==> config.mk <==
export PLATFORM = sky130hd
export DESIGN_NAME = umc_ctrl
export DESIGN_NICKNAME = d
export VERILOG_FILES = /design/src/umc_pkg.sv /design/src/umc_baud_gen.sv /design/src/umc_ctrl.sv
export VERILOG_INCLUDE_DIRS = /design/src
export SDC_FILE = /design/constraint.sdc
export NUM_CORES = 1
export LEC_CHECK = 0
export BUFFER_PORTS_ARGS = -buffer_cell sky130_fd_sc_hd__clkbuf_2
export CELL_PAD_IN_SITES_DETAIL_PLACEMENT = 1
export CELL_PAD_IN_SITES_GLOBAL_PLACEMENT = 2
export CORE_MARGIN = 4
export CORE_UTILIZATION = 35
export CTS_CLUSTER_DIAMETER = 50
export DETAILED_ROUTE_END_ITERATION = 10
export PLACE_DENSITY_LB_ADDON = 0.1
export RECOVER_POWER = 25
export SETUP_SLACK_MARGIN = 0.4
export SLEW_MARGIN = 25
export SYNTH_ARGS = -nofsm -noshare
export SYNTH_HDL_FRONTEND = slang
export SYNTH_SLANG_ARGS = --single-unit
export TNS_END_PERCENT = 10
==> constraint.sdc <==
create_clock -name aclk -period 3.8 [get_ports aclk]
set_clock_uncertainty 0.05 [all_clocks]
set_input_delay 0.19 -clock aclk [delete_from_list [all_inputs] [get_ports aclk]]
set_output_delay 0.19 -clock aclk [all_outputs]
set_load 0.05 [all_outputs]
==> src/umc_cfg.svh <==
// register offsets, field positions, reset values and timing figures
// assumes inclusion by the package and the design modules by bare name
`ifndef UMC_CFG_SVH
`define UMC_CFG_SVH

// ============================================================
// register byte offsets
`define UMC_OFF_MODE 4'h0
`define UMC_OFF_DIV 4'h4
`define UMC_OFF_STAT 4'h8
`define UMC_OFF_MASK 4'hc

// ============================================================
// mode register field positions
`define UMC_PORT_EN 15
`define UMC_HALT_IDLE 13
`define UMC_IR_EN 12
`define UMC_RTS_MODE 11
`define UMC_USE_HI 9
`define UMC_USE_LO 8
`define UMC_WAKE 7
`define UMC_ECHO 6
`define UMC_AUTO 5
`define UMC_RX_INV 4
`define UMC_FAST 3
`define UMC_PAR_HI 2
`define UMC_PAR_LO 1
`define UMC_STOP 0

// ============================================================
// reset values and masks
`define UMC_MODE_RST 16'h0000
`define UMC_MODE_WMASK 16'hbbff
`define UMC_DIV_RST 16'h0000
`define UMC_STAT_RST 2'h0
`define UMC_MASK_RST 2'h0
`define UMC_STAT_WAKE 0
`define UMC_STAT_AUTO 1

// ============================================================
// baud and line figures
`define UMC_SAMPLES_STD 5'h10
`define UMC_SAMPLES_FAST 5'h04
`define UMC_IR_PULSE 5'h03
`define UMC_SYNC_FALLS 3'h4
`define UMC_SHIFT_STD 7
`define UMC_SHIFT_FAST 5
`define UMC_PAR_NINE 2'h3
`define UMC_PAR_ODD 2'h2
`define UMC_PAR_EVEN 2'h1
`define UMC_USE_FLOW 2'h2
`define UMC_RESP_OK 2'h0
`define UMC_RESP_ERR 2'h2

`endif

==> src/umc_pkg.sv <==
// types shared by the mode control block
// assumes umc_cfg.svh sits in the include path
`include "umc_cfg.svh"

package umc_pkg;
	// auto rate measure sequencer
	typedef enum logic [1:0] {
		UMC_AB_IDLE = 2'b00,
		UMC_AB_WAIT = 2'b01,
		UMC_AB_MEAS = 2'b10
	} umc_ab_state_t;
endpackage
==> src/umc_baud_gen.sv <==
// baud divider: sample ticks and bit ticks with sample phase
// assumes a single clock and a synchronous active low reset
`timescale 1ns/1ps
`default_nettype none
`include "umc_cfg.svh"

module umc_baud_gen import umc_pkg::*; #(
	parameter int DIV_W = 16
) (
	input wire logic aclk,
	input wire logic aresetn,
	input wire logic run,
	input wire logic fast,
	input wire logic [DIV_W-1:0] divisor,
	output logic sample_tick,
	output logic bit_tick,
	output logic [4:0] phase
);
	// ============================================================
	// counters
	logic [DIV_W-1:0] cnt_reg, cnt_next;
	logic [4:0] ph_reg, ph_next;
	logic st_reg, st_next, bt_reg, bt_next;
	logic [4:0] per_bit;

	// next state: divide clock, then count samples per bit
	always_comb begin
		per_bit = fast ? `UMC_SAMPLES_FAST : `UMC_SAMPLES_STD;
		cnt_next = cnt_reg;
		ph_next = ph_reg;
		st_next = 1'b0;
		bt_next = 1'b0;
		if (!run) begin
			cnt_next = '0;
			ph_next = '0;
		end else if (cnt_reg >= divisor) begin
			cnt_next = '0;
			st_next = 1'b1;
			if (ph_reg >= per_bit - 5'h01) begin
				ph_next = '0;
				bt_next = 1'b1;
			end else begin
				ph_next = ph_reg + 5'h01;
			end
		end else begin
			cnt_next = cnt_reg + 1'b1;
		end
	end

	// registers
	always_ff @(posedge aclk) begin
		if (!aresetn) begin
			cnt_reg <= '0;
			ph_reg <= '0;
			st_reg <= 1'b0;
			bt_reg <= 1'b0;
		end else begin
			cnt_reg <= cnt_next;
			ph_reg <= ph_next;
			st_reg <= st_next;
			bt_reg <= bt_next;
		end
	end

	assign sample_tick = st_reg;
	assign bit_tick = bt_reg;
	assign phase = ph_reg;
endmodule
`default_nettype wire

==> src/umc_ctrl.sv <==
// mode control of the serial port, with axi4-lite register slave
// assumes one clock; pins are asynchronous and pass two flip-flops
//
// Overview of operation
// - infrared codec used only when enabled
// - request pin: simplex when set, else flow
// - start edge wake interrupt, wake bit cleared on rise
// - auto rate measures 55h sync, then clears
// - invert bit makes idle receive level zero
// - fast select gives 4, else 16 samples
// - parity field selects data and parity format
// - stop select gives two or one stop
// - infrared only in 16 sample mode
`timescale 1ns/1ps
`default_nettype none
`include "umc_cfg.svh"

module umc_ctrl import umc_pkg::*; #(
	parameter int DIV_W = 16,
	parameter int ADDR_W = 4
) (
	input wire logic aclk,
	input wire logic aresetn,
	input wire logic [ADDR_W-1:0] s_axi_awaddr,
	input wire logic s_axi_awvalid,
	output logic s_axi_awready,
	input wire logic [31:0] s_axi_wdata,
	input wire logic [3:0] s_axi_wstrb,
	input wire logic s_axi_wvalid,
	output logic s_axi_wready,
	output logic [1:0] s_axi_bresp,
	output logic s_axi_bvalid,
	input wire logic s_axi_bready,
	input wire logic [ADDR_W-1:0] s_axi_araddr,
	input wire logic s_axi_arvalid,
	output logic s_axi_arready,
	output logic [31:0] s_axi_rdata,
	output logic [1:0] s_axi_rresp,
	output logic s_axi_rvalid,
	input wire logic s_axi_rready,
	input wire logic serial_in_pin,
	input wire logic clear_to_send_pin_n,
	input wire logic tx_line,
	input wire logic tx_busy,
	input wire logic rx_room,
	input wire logic cpu_idle,
	output logic serial_out_pin,
	output logic request_to_send_pin_n,
	output logic rx_line,
	output logic tx_permit,
	output logic nine_bit_data,
	output logic parity_enable,
	output logic parity_odd,
	output logic two_stop,
	output logic sample_tick,
	output logic bit_tick,
	output logic irq
);
	// ============================================================
	// helpers
	// register index from address, 4 means unmapped
	function automatic logic [2:0] reg_sel(input logic [ADDR_W-1:0] a);
		case (a)
			ADDR_W'(`UMC_OFF_MODE): reg_sel = 3'h0;
			ADDR_W'(`UMC_OFF_DIV): reg_sel = 3'h1;
			ADDR_W'(`UMC_OFF_STAT): reg_sel = 3'h2;
			ADDR_W'(`UMC_OFF_MASK): reg_sel = 3'h3;
			default: reg_sel = 3'h4;
		endcase
	endfunction

	// merge the two low byte lanes into an old value
	function automatic logic [15:0] merge16(input logic [15:0] old,
		input logic [31:0] d, input logic [3:0] s);
		merge16 = {s[1] ? d[15:8] : old[15:8], s[0] ? d[7:0] : old[7:0]};
	endfunction

	// ============================================================
	// state
	logic [15:0] mode_reg, mode_next;
	logic [DIV_W-1:0] div_reg, div_next;
	logic [1:0] stat_reg, stat_next, mask_reg, mask_next;
	logic awr_reg, awr_next, bv_reg, bv_next;
	logic [1:0] bresp_reg, bresp_next, rresp_reg, rresp_next;
	logic arr_reg, arr_next, rv_reg, rv_next;
	logic [31:0] rdata_reg, rdata_next;
	logic rx_s1_reg, rx_s2_reg, cts_s1_reg, cts_s2_reg;
	logic line_d_reg, line_d_next;
	umc_ab_state_t ab_reg, ab_next;
	logic [DIV_W+6:0] ab_cnt_reg, ab_cnt_next;
	logic [2:0] ab_falls_reg, ab_falls_next;
	logic wake_wait_reg, wake_wait_next;
	logic [4:0] ird_reg, ird_next;
	logic txo_reg, txo_next, rts_reg, rts_next, rxo_reg, rxo_next;
	logic perm_reg, perm_next, irq_reg, irq_next;
	logic [3:0] fmt_reg, fmt_next;

	// combinational terms
	logic run, ir_on, tx_enc, pin_v, src, dec, line, fall, rise;
	logic wr_go, rd_go, wake_ev, auto_ev;
	logic [2:0] wsel, rsel;
	logic [DIV_W+6:0] ab_q;
	logic [4:0] phase;
	logic [15:0] rd16;

	// ============================================================
	// baud divider
	umc_baud_gen #(
		.DIV_W(DIV_W)
	) u_baud (
		.aclk(aclk),
		.aresetn(aresetn),
		.run(run),
		.fast(mode_reg[`UMC_FAST]),
		.divisor(div_reg),
		.sample_tick(sample_tick),
		.bit_tick(bit_tick),
		.phase(phase)
	);

	// ============================================================
	// line path: codec, echo, polarity, edges
	always_comb begin
		run = mode_reg[`UMC_PORT_EN] &
			~(mode_reg[`UMC_HALT_IDLE] & cpu_idle);
		// codec allowed only with 16 samples per bit
		ir_on = mode_reg[`UMC_IR_EN] & ~mode_reg[`UMC_FAST];
		// encoder: zero bit becomes a short high pulse
		tx_enc = ir_on ? (~tx_line & (phase < `UMC_IR_PULSE)) :
			tx_line;
		pin_v = rx_s2_reg ^ mode_reg[`UMC_RX_INV];
		src = mode_reg[`UMC_ECHO] ? tx_enc : pin_v;
		// decoder: a pulse holds the line low one bit time
		dec = ~(src | (ird_reg != 5'h00));
		line = ir_on ? dec : src;
		fall = line_d_reg & ~line;
		rise = ~line_d_reg & line;
		ird_next = ird_reg;
		if (ir_on && src) begin
			ird_next = `UMC_SAMPLES_STD;
		end else if (sample_tick && ird_reg != 5'h00) begin
			ird_next = ird_reg - 5'h01;
		end
		line_d_next = line;
	end

	// ============================================================
	// pins and datapath controls
	always_comb begin
		// idle high out while echoing or disabled
		txo_next = (run && !mode_reg[`UMC_ECHO]) ? tx_enc : 1'b1;
		if (!run) begin
			rts_next = 1'b1;
		end else if (mode_reg[`UMC_RTS_MODE]) begin
			rts_next = ~tx_busy;
		end else begin
			rts_next = ~rx_room;
		end
		perm_next = (mode_reg[`UMC_USE_HI:`UMC_USE_LO] == `UMC_USE_FLOW) ?
			~cts_s2_reg : 1'b1;
		rxo_next = line;
		fmt_next[3] = mode_reg[`UMC_PAR_HI:`UMC_PAR_LO] == `UMC_PAR_NINE;
		fmt_next[2] = (mode_reg[`UMC_PAR_HI:`UMC_PAR_LO] == `UMC_PAR_ODD) |
			(mode_reg[`UMC_PAR_HI:`UMC_PAR_LO] == `UMC_PAR_EVEN);
		fmt_next[1] = mode_reg[`UMC_PAR_HI:`UMC_PAR_LO] == `UMC_PAR_ODD;
		fmt_next[0] = mode_reg[`UMC_STOP];
	end

	// ============================================================
	// bus handshakes, register writes, hardware events
	always_comb begin
		wsel = reg_sel(s_axi_awaddr);
		rsel = reg_sel(s_axi_araddr);
		awr_next = s_axi_awvalid & s_axi_wvalid & ~awr_reg & ~bv_reg;
		wr_go = awr_reg;
		bv_next = bv_reg;
		bresp_next = bresp_reg;
		if (wr_go) begin
			bv_next = 1'b1;
			bresp_next = (wsel == 3'h4) ? `UMC_RESP_ERR : `UMC_RESP_OK;
		end else if (s_axi_bready) begin
			bv_next = 1'b0;
		end
		arr_next = s_axi_arvalid & ~arr_reg & ~rv_reg;
		rd_go = arr_reg;
		rv_next = rv_reg;
		rdata_next = rdata_reg;
		rresp_next = rresp_reg;
		case (rsel)
			3'h0: rd16 = mode_reg;
			3'h1: rd16 = 16'(div_reg);
			3'h2: rd16 = {14'h0000, stat_reg};
			3'h3: rd16 = {14'h0000, mask_reg};
			default: rd16 = 16'h0000;
		endcase
		if (rd_go) begin
			rv_next = 1'b1;
			rdata_next = {16'h0000, rd16};
			rresp_next = (rsel == 3'h4) ? `UMC_RESP_ERR : `UMC_RESP_OK;
		end else if (s_axi_rready) begin
			rv_next = 1'b0;
		end

		// software writes
		mode_next = mode_reg;
		div_next = div_reg;
		mask_next = mask_reg;
		if (wr_go) begin
			case (wsel)
				3'h0: mode_next = merge16(mode_reg, s_axi_wdata, s_axi_wstrb) &
					`UMC_MODE_WMASK;
				3'h1: div_next = DIV_W'(merge16(16'(div_reg), s_axi_wdata,
					s_axi_wstrb));
				3'h3: mask_next = s_axi_wstrb[0] ? s_axi_wdata[1:0] : mask_reg;
				default: mode_next = mode_reg;
			endcase
		end

		// start edge wake: interrupt on fall, clear on next rise
		wake_ev = 1'b0;
		wake_wait_next = wake_wait_reg;
		if (!mode_reg[`UMC_WAKE]) begin
			wake_wait_next = 1'b0;
		end else if (!wake_wait_reg && fall) begin
			wake_ev = 1'b1;
			wake_wait_next = 1'b1;
		end else if (wake_wait_reg && rise) begin
			mode_next[`UMC_WAKE] = 1'b0;
			wake_wait_next = 1'b0;
		end

		// auto rate: start fall to fourth later fall is eight bits of 55h
		auto_ev = 1'b0;
		ab_next = ab_reg;
		ab_cnt_next = ab_cnt_reg;
		ab_falls_next = ab_falls_reg;
		ab_q = mode_reg[`UMC_FAST] ? (ab_cnt_reg >> `UMC_SHIFT_FAST) :
			(ab_cnt_reg >> `UMC_SHIFT_STD);
		case (ab_reg)
			UMC_AB_IDLE: begin
				if (mode_reg[`UMC_AUTO]) begin
					ab_next = UMC_AB_WAIT;
				end
			end
			UMC_AB_WAIT: begin
				ab_cnt_next = '0;
				ab_falls_next = 3'h0;
				if (!mode_reg[`UMC_AUTO]) begin
					ab_next = UMC_AB_IDLE;
				end else if (fall) begin
					ab_next = UMC_AB_MEAS;
				end
			end
			UMC_AB_MEAS: begin
				ab_cnt_next = ab_cnt_reg + 1'b1;
				if (!mode_reg[`UMC_AUTO]) begin
					ab_next = UMC_AB_IDLE;
				end else if (fall) begin
					ab_falls_next = ab_falls_reg + 3'h1;
					if (ab_falls_reg == `UMC_SYNC_FALLS - 3'h1) begin
						// measured period loads the divider, bit self clears
						div_next = (ab_q == '0) ? '0 :
							DIV_W'(ab_q - 1'b1);
						mode_next[`UMC_AUTO] = 1'b0;
						auto_ev = 1'b1;
						ab_next = UMC_AB_IDLE;
					end
				end
			end
			default: ab_next = UMC_AB_IDLE;
		endcase

		// sticky status: read clears, a new event wins
		stat_next = rd_go && rsel == 3'h2 ? 2'h0 : stat_reg;
		stat_next[`UMC_STAT_WAKE] = stat_next[`UMC_STAT_WAKE] | wake_ev;
		stat_next[`UMC_STAT_AUTO] = stat_next[`UMC_STAT_AUTO] | auto_ev;
		irq_next = |(stat_next & mask_next);
	end

	// ============================================================
	// registers
	always_ff @(posedge aclk) begin
		if (!aresetn) begin
			mode_reg <= `UMC_MODE_RST;
			div_reg <= DIV_W'(`UMC_DIV_RST);
			stat_reg <= `UMC_STAT_RST;
			mask_reg <= `UMC_MASK_RST;
			awr_reg <= 1'b0;
			bv_reg <= 1'b0;
			bresp_reg <= `UMC_RESP_OK;
			arr_reg <= 1'b0;
			rv_reg <= 1'b0;
			rdata_reg <= 32'h00000000;
			rresp_reg <= `UMC_RESP_OK;
			rx_s1_reg <= 1'b1;
			rx_s2_reg <= 1'b1;
			cts_s1_reg <= 1'b1;
			cts_s2_reg <= 1'b1;
			line_d_reg <= 1'b1;
			ab_reg <= UMC_AB_IDLE;
			ab_cnt_reg <= '0;
			ab_falls_reg <= 3'h0;
			wake_wait_reg <= 1'b0;
			ird_reg <= 5'h00;
			txo_reg <= 1'b1;
			rts_reg <= 1'b1;
			rxo_reg <= 1'b1;
			perm_reg <= 1'b0;
			irq_reg <= 1'b0;
			fmt_reg <= 4'h0;
		end else begin
			mode_reg <= mode_next;
			div_reg <= div_next;
			stat_reg <= stat_next;
			mask_reg <= mask_next;
			awr_reg <= awr_next;
			bv_reg <= bv_next;
			bresp_reg <= bresp_next;
			arr_reg <= arr_next;
			rv_reg <= rv_next;
			rdata_reg <= rdata_next;
			rresp_reg <= rresp_next;
			rx_s1_reg <= serial_in_pin;
			rx_s2_reg <= rx_s1_reg;
			cts_s1_reg <= clear_to_send_pin_n;
			cts_s2_reg <= cts_s1_reg;
			line_d_reg <= line_d_next;
			ab_reg <= ab_next;
			ab_cnt_reg <= ab_cnt_next;
			ab_falls_reg <= ab_falls_next;
			wake_wait_reg <= wake_wait_next;
			ird_reg <= ird_next;
			txo_reg <= txo_next;
			rts_reg <= rts_next;
			rxo_reg <= rxo_next;
			perm_reg <= perm_next;
			irq_reg <= irq_next;
			fmt_reg <= fmt_next;
		end
	end

	// ============================================================
	// outputs, all from flip-flops
	assign s_axi_awready = awr_reg;
	assign s_axi_wready = awr_reg;
	assign s_axi_bvalid = bv_reg;
	assign s_axi_bresp = bresp_reg;
	assign s_axi_arready = arr_reg;
	assign s_axi_rvalid = rv_reg;
	assign s_axi_rdata = rdata_reg;
	assign s_axi_rresp = rresp_reg;
	assign serial_out_pin = txo_reg;
	assign request_to_send_pin_n = rts_reg;
	assign rx_line = rxo_reg;
	assign tx_permit = perm_reg;
	assign nine_bit_data = fmt_reg[3];
	assign parity_enable = fmt_reg[2];
	assign parity_odd = fmt_reg[1];
	assign two_stop = fmt_reg[0];
	assign irq = irq_reg;
endmodule
`default_nettype wire

==> results.sh <==
export IMPL_crit_type="reg -> reg"
export IMPL_crit_required_ns=4.04
export IMPL_crit_slowest_cell="dfxtp_1"
export IMPL_fmax_mhz=355.1
export IMPL_async_flop_share_pct=0
export IMPL_cts_setup_buffers=0
export IMPL_r2r_cells=7
export IMPL_clock_path_buffers=2
export IMPL_slew_viol_final=0
export IMPL_wl_met2_um=9012
export IMPL_core_sq_um=18150
export IMPL_drive_gt1_share_pct=13.62
export IMPL_postSynthRegisterBits=126
export IMPL_tns_ns=0
export IMPL_start_kind="flop"
export IMPL_synth_area_leaders="dfxtp_1, mux2i_1, ha_1"
export IMPL_worstPathArrival_ns=3.05
export IMPL_met3WireLength_um=575
export IMPL_ir_drop_uv=252.5
export IMPL_avgViaCountPerCell=5.127
export IMPL_crit_family="simple AND/OR/NAND/NOR gates"
export IMPL_met1_length_um=8142
export IMPL_syn_area_per_cell_sq_um=9.131
export IMPL_die_h_um=144.7
export IMPL_antenna_found_initial=0
export IMPL_cp_endpoint="div_reg[15]"
export IMPL_dpl_hpwl_um=13620
export IMPL_worstMarginPinSlew_ns=1.307
export IMPL_rsz0062_at_grt="no"
export IMPL_yosysTopAreaCell="dfxtp_1"
export IMPL_area_growth_synth_to_final_pct=16.56
export IMPL_path_buf_inv=1
export IMPL_wirelength_um=17890
export IMPL_yosysTopAreaCellShare_pct=38.58
export IMPL_relSlewSlack_pct=12.86
export IMPL_clk_latency_ns=0.42
export IMPL_grt_pass1_vias=5561
export IMPL_rr_startpoint="mode_reg[3]"
export IMPL_grt_use_total_pct=17.99
export IMPL_root_buffer="clkbuf_16"
export IMPL_max_stage_delay_ns=0.59
export IMPL_routabilityCongestion=0.7986
export IMPL_startpoint="mode_reg[3]"
export IMPL_period_needed_ns=2.816
export IMPL_chipWidth_um=144.7
export IMPL_cts_sinks=126
export IMPL_num_rows=49
export IMPL_ys_flop_type="dfxtp_1"
export IMPL_ctsResizeCount=0
export IMPL_fin_area_sq_um=7620
export IMPL_endpoint_kind="flop"
export IMPL_power_leakage_nw=3.136
export IMPL_powerDensity_nw_per_um2=416.4
export IMPL_grt_start_max_net_pins=34
export IMPL_start_util_pct=36.02
export IMPL_drc=0
export IMPL_setup_violations=0
export IMPL_port_buffers=72
export IMPL_path_cells="buf_4 -> or3b_1 -> a21o_1 -> nor4_1 -> nand4_1 -> nand3_2 -> o22ai_1"
export IMPL_topRoutingLayerUsed="met4"
export IMPL_wl_per_cell_um=17.50
export IMPL_n_antenna_cell=0
export IMPL_synthCells=716
export IMPL_cts_tree="yes"
export IMPL_die_area_sq_um=20930
export IMPL_power_mw=3.173
export IMPL_h_tree_depth=4
export IMPL_grt_ovfl_total=0
export IMPL_hold_viol_final=0
export IMPL_largest_reg_flops=23
export IMPL_fin_nets=869
export IMPL_clkTransAtPathRegs_ns=0.06
export IMPL_hold_class="in -> reg"
export IMPL_worst_r2r_endpoint="div_reg[15]"
export IMPL_synth_edf_count=0
export IMPL_reg2reg_slack_ns=0.98
export IMPL_grt_pass1_wl_um=29350
export IMPL_cp_num_cells=7
export IMPL_maxCapViolCount=0
export IMPL_boundaryPins=109
export IMPL_yosysSeqAreaShare_pct=38.58
export IMPL_antenna_left=0
export IMPL_syn_area_sq_um=6538
export IMPL_vias=5240
export IMPL_dr_pass1_iters=4
export IMPL_drt_iter0_markers=187
export IMPL_cp_max_fo=33
export IMPL_cts_made_buffers=17
export IMPL_synth_distinct_cells=70
export IMPL_synth_warnings=0
export IMPL_fin_crit_sh_pct=74.10
export IMPL_status="finished, final reports clean"
export IMPL_dpl_cell_area_sq_um=6988
==> worst min-delay path: stages <==
cell and delay, ns:
clkbuf_2 0.07, mux2_2 0.13, nand2_1 0.04
==> layout by cell type (no fill, tap or decap), types with 6 or more instances in the layout <==
cell         n
nand2b_1    14
o22ai_2      9
nor3b_1      6
a21oi_1     13
clkbuf_1    27
nand4_1     18
clkbuf_2    46
conb_1      18
o21ai_0     28
xor2_1      33
dfxtp_1    126
nor2_1      66
xnor2_1     16
ha_1        32
nand3_1     22
mux2i_1     44
nand2_1     45
a21boi_0     6
inv_1       29
and2_1       8
nor2b_1     21
a22oi_1     13
o21a_1       7
and3_1      11
nor3_1       9
clkbuf_16   17
==> power by group <==
part	internal (mW)	total [mW]	leakage (nW)	switching [mW]
combinational	0.0395	0.152	1.83	0.112
clock	1.04	1.69	0.291	0.647
sequential	1.33	1.33	1.02	0.00618
==> layout make-up <==
type / count / area, sq um
Multi-Input combinational cell: 525 / 3689
Fill cell: 2135 / 10530
Timing Repair Buffer: 81 / 404.1
Tap cell: 229 / 286.5
Clock inverter: 15 / 183.9
Sequential cell: 126 / 2522
Clock buffer: 17 / 425.4
Inverter: 29 / 108.9
==> how the worst min path moves through the flow <==
stage                                    from                    end  slack [ns]  cells after the start
after floorplan           clear_to_send_pin_n             cts_s1_reg        0.24                      1
after detailed placement        serial_in_pin              rx_s1_reg        0.33                      2
after global routing                  rx_room  request_to_send_pin_n        0.01                      3
after CTS                             rx_room  request_to_send_pin_n       0.007                      3
final                                 rx_room  request_to_send_pin_n        0.02                      3
after global placement          serial_in_pin              rx_s1_reg        0.33                      2
==> layer usage <==
layer | vias to the layer above | track usage (%)
li1 | 2606 | -
met4 | 0 | 4.664
met1 | 2547 | 22.36
met5 | - | 0
met3 | 11 | 4.009
met2 | 76 | 31.55
==> cell usage after synthesis (all sizes together), types with 6 or more instances <==
master and n:
nand2 45, nor2 67, dfxtp 126, nor2b 23, and2 9, xnor2 16
o21a 7, o22ai 14, a22oi 13, inv 29, nand3 23, a21oi 13
o21ai 30, and3 11, xor2 33, a21boi 6, nand4 18, ha 32
nor3 9, clkbuf 25, buf 28, nand2b 15, mux2i 44, nor3b 6
==> cells by family after synthesis <==
logic type / count (synthesis) / synth area share (%)
XOR/XNOR: 49 / 6.565
multiplexers: 49 / 7.942
flip-flops: 126 / 38.58
other: 1 / 0.05736
buffers and inverters: 82 / 6.335
adder cells (fa/ha/maj): 33 / 6.277
AO/OA/AOI/OAI: 119 / 13.07
AND/OR/NAND/NOR: 257 / 21.17
==> per-stage QoR <==
| stage | utilization (%) | cells | hold WS [ns] | setup WS (ns) |
|---|---|---|---|---|
| after floorplan | - | 733 | 0.2415 | 0.9896 |
| after global placement | 38.49 | 985 | 0.3304 | 1.058 |
| after detailed placement | 38.51 | 985 | 0.3322 | 0.9993 |
| after CTS | 42.14 | 1022 | 0.006626 | 0.9776 |
| after global routing | 41.99 | 1022 | 0.01113 | 0.7015 |
| final | 41.99 | 1022 | 0.01581 | 0.9843 |
==> what timing repair did <==
item	in CTS	in global routing
hold endpoints to repair	4	0
endpoints found under the setup margin	0	0
hold buffers	5	0
Note: power is estimated with default switching activity, not from simulation.
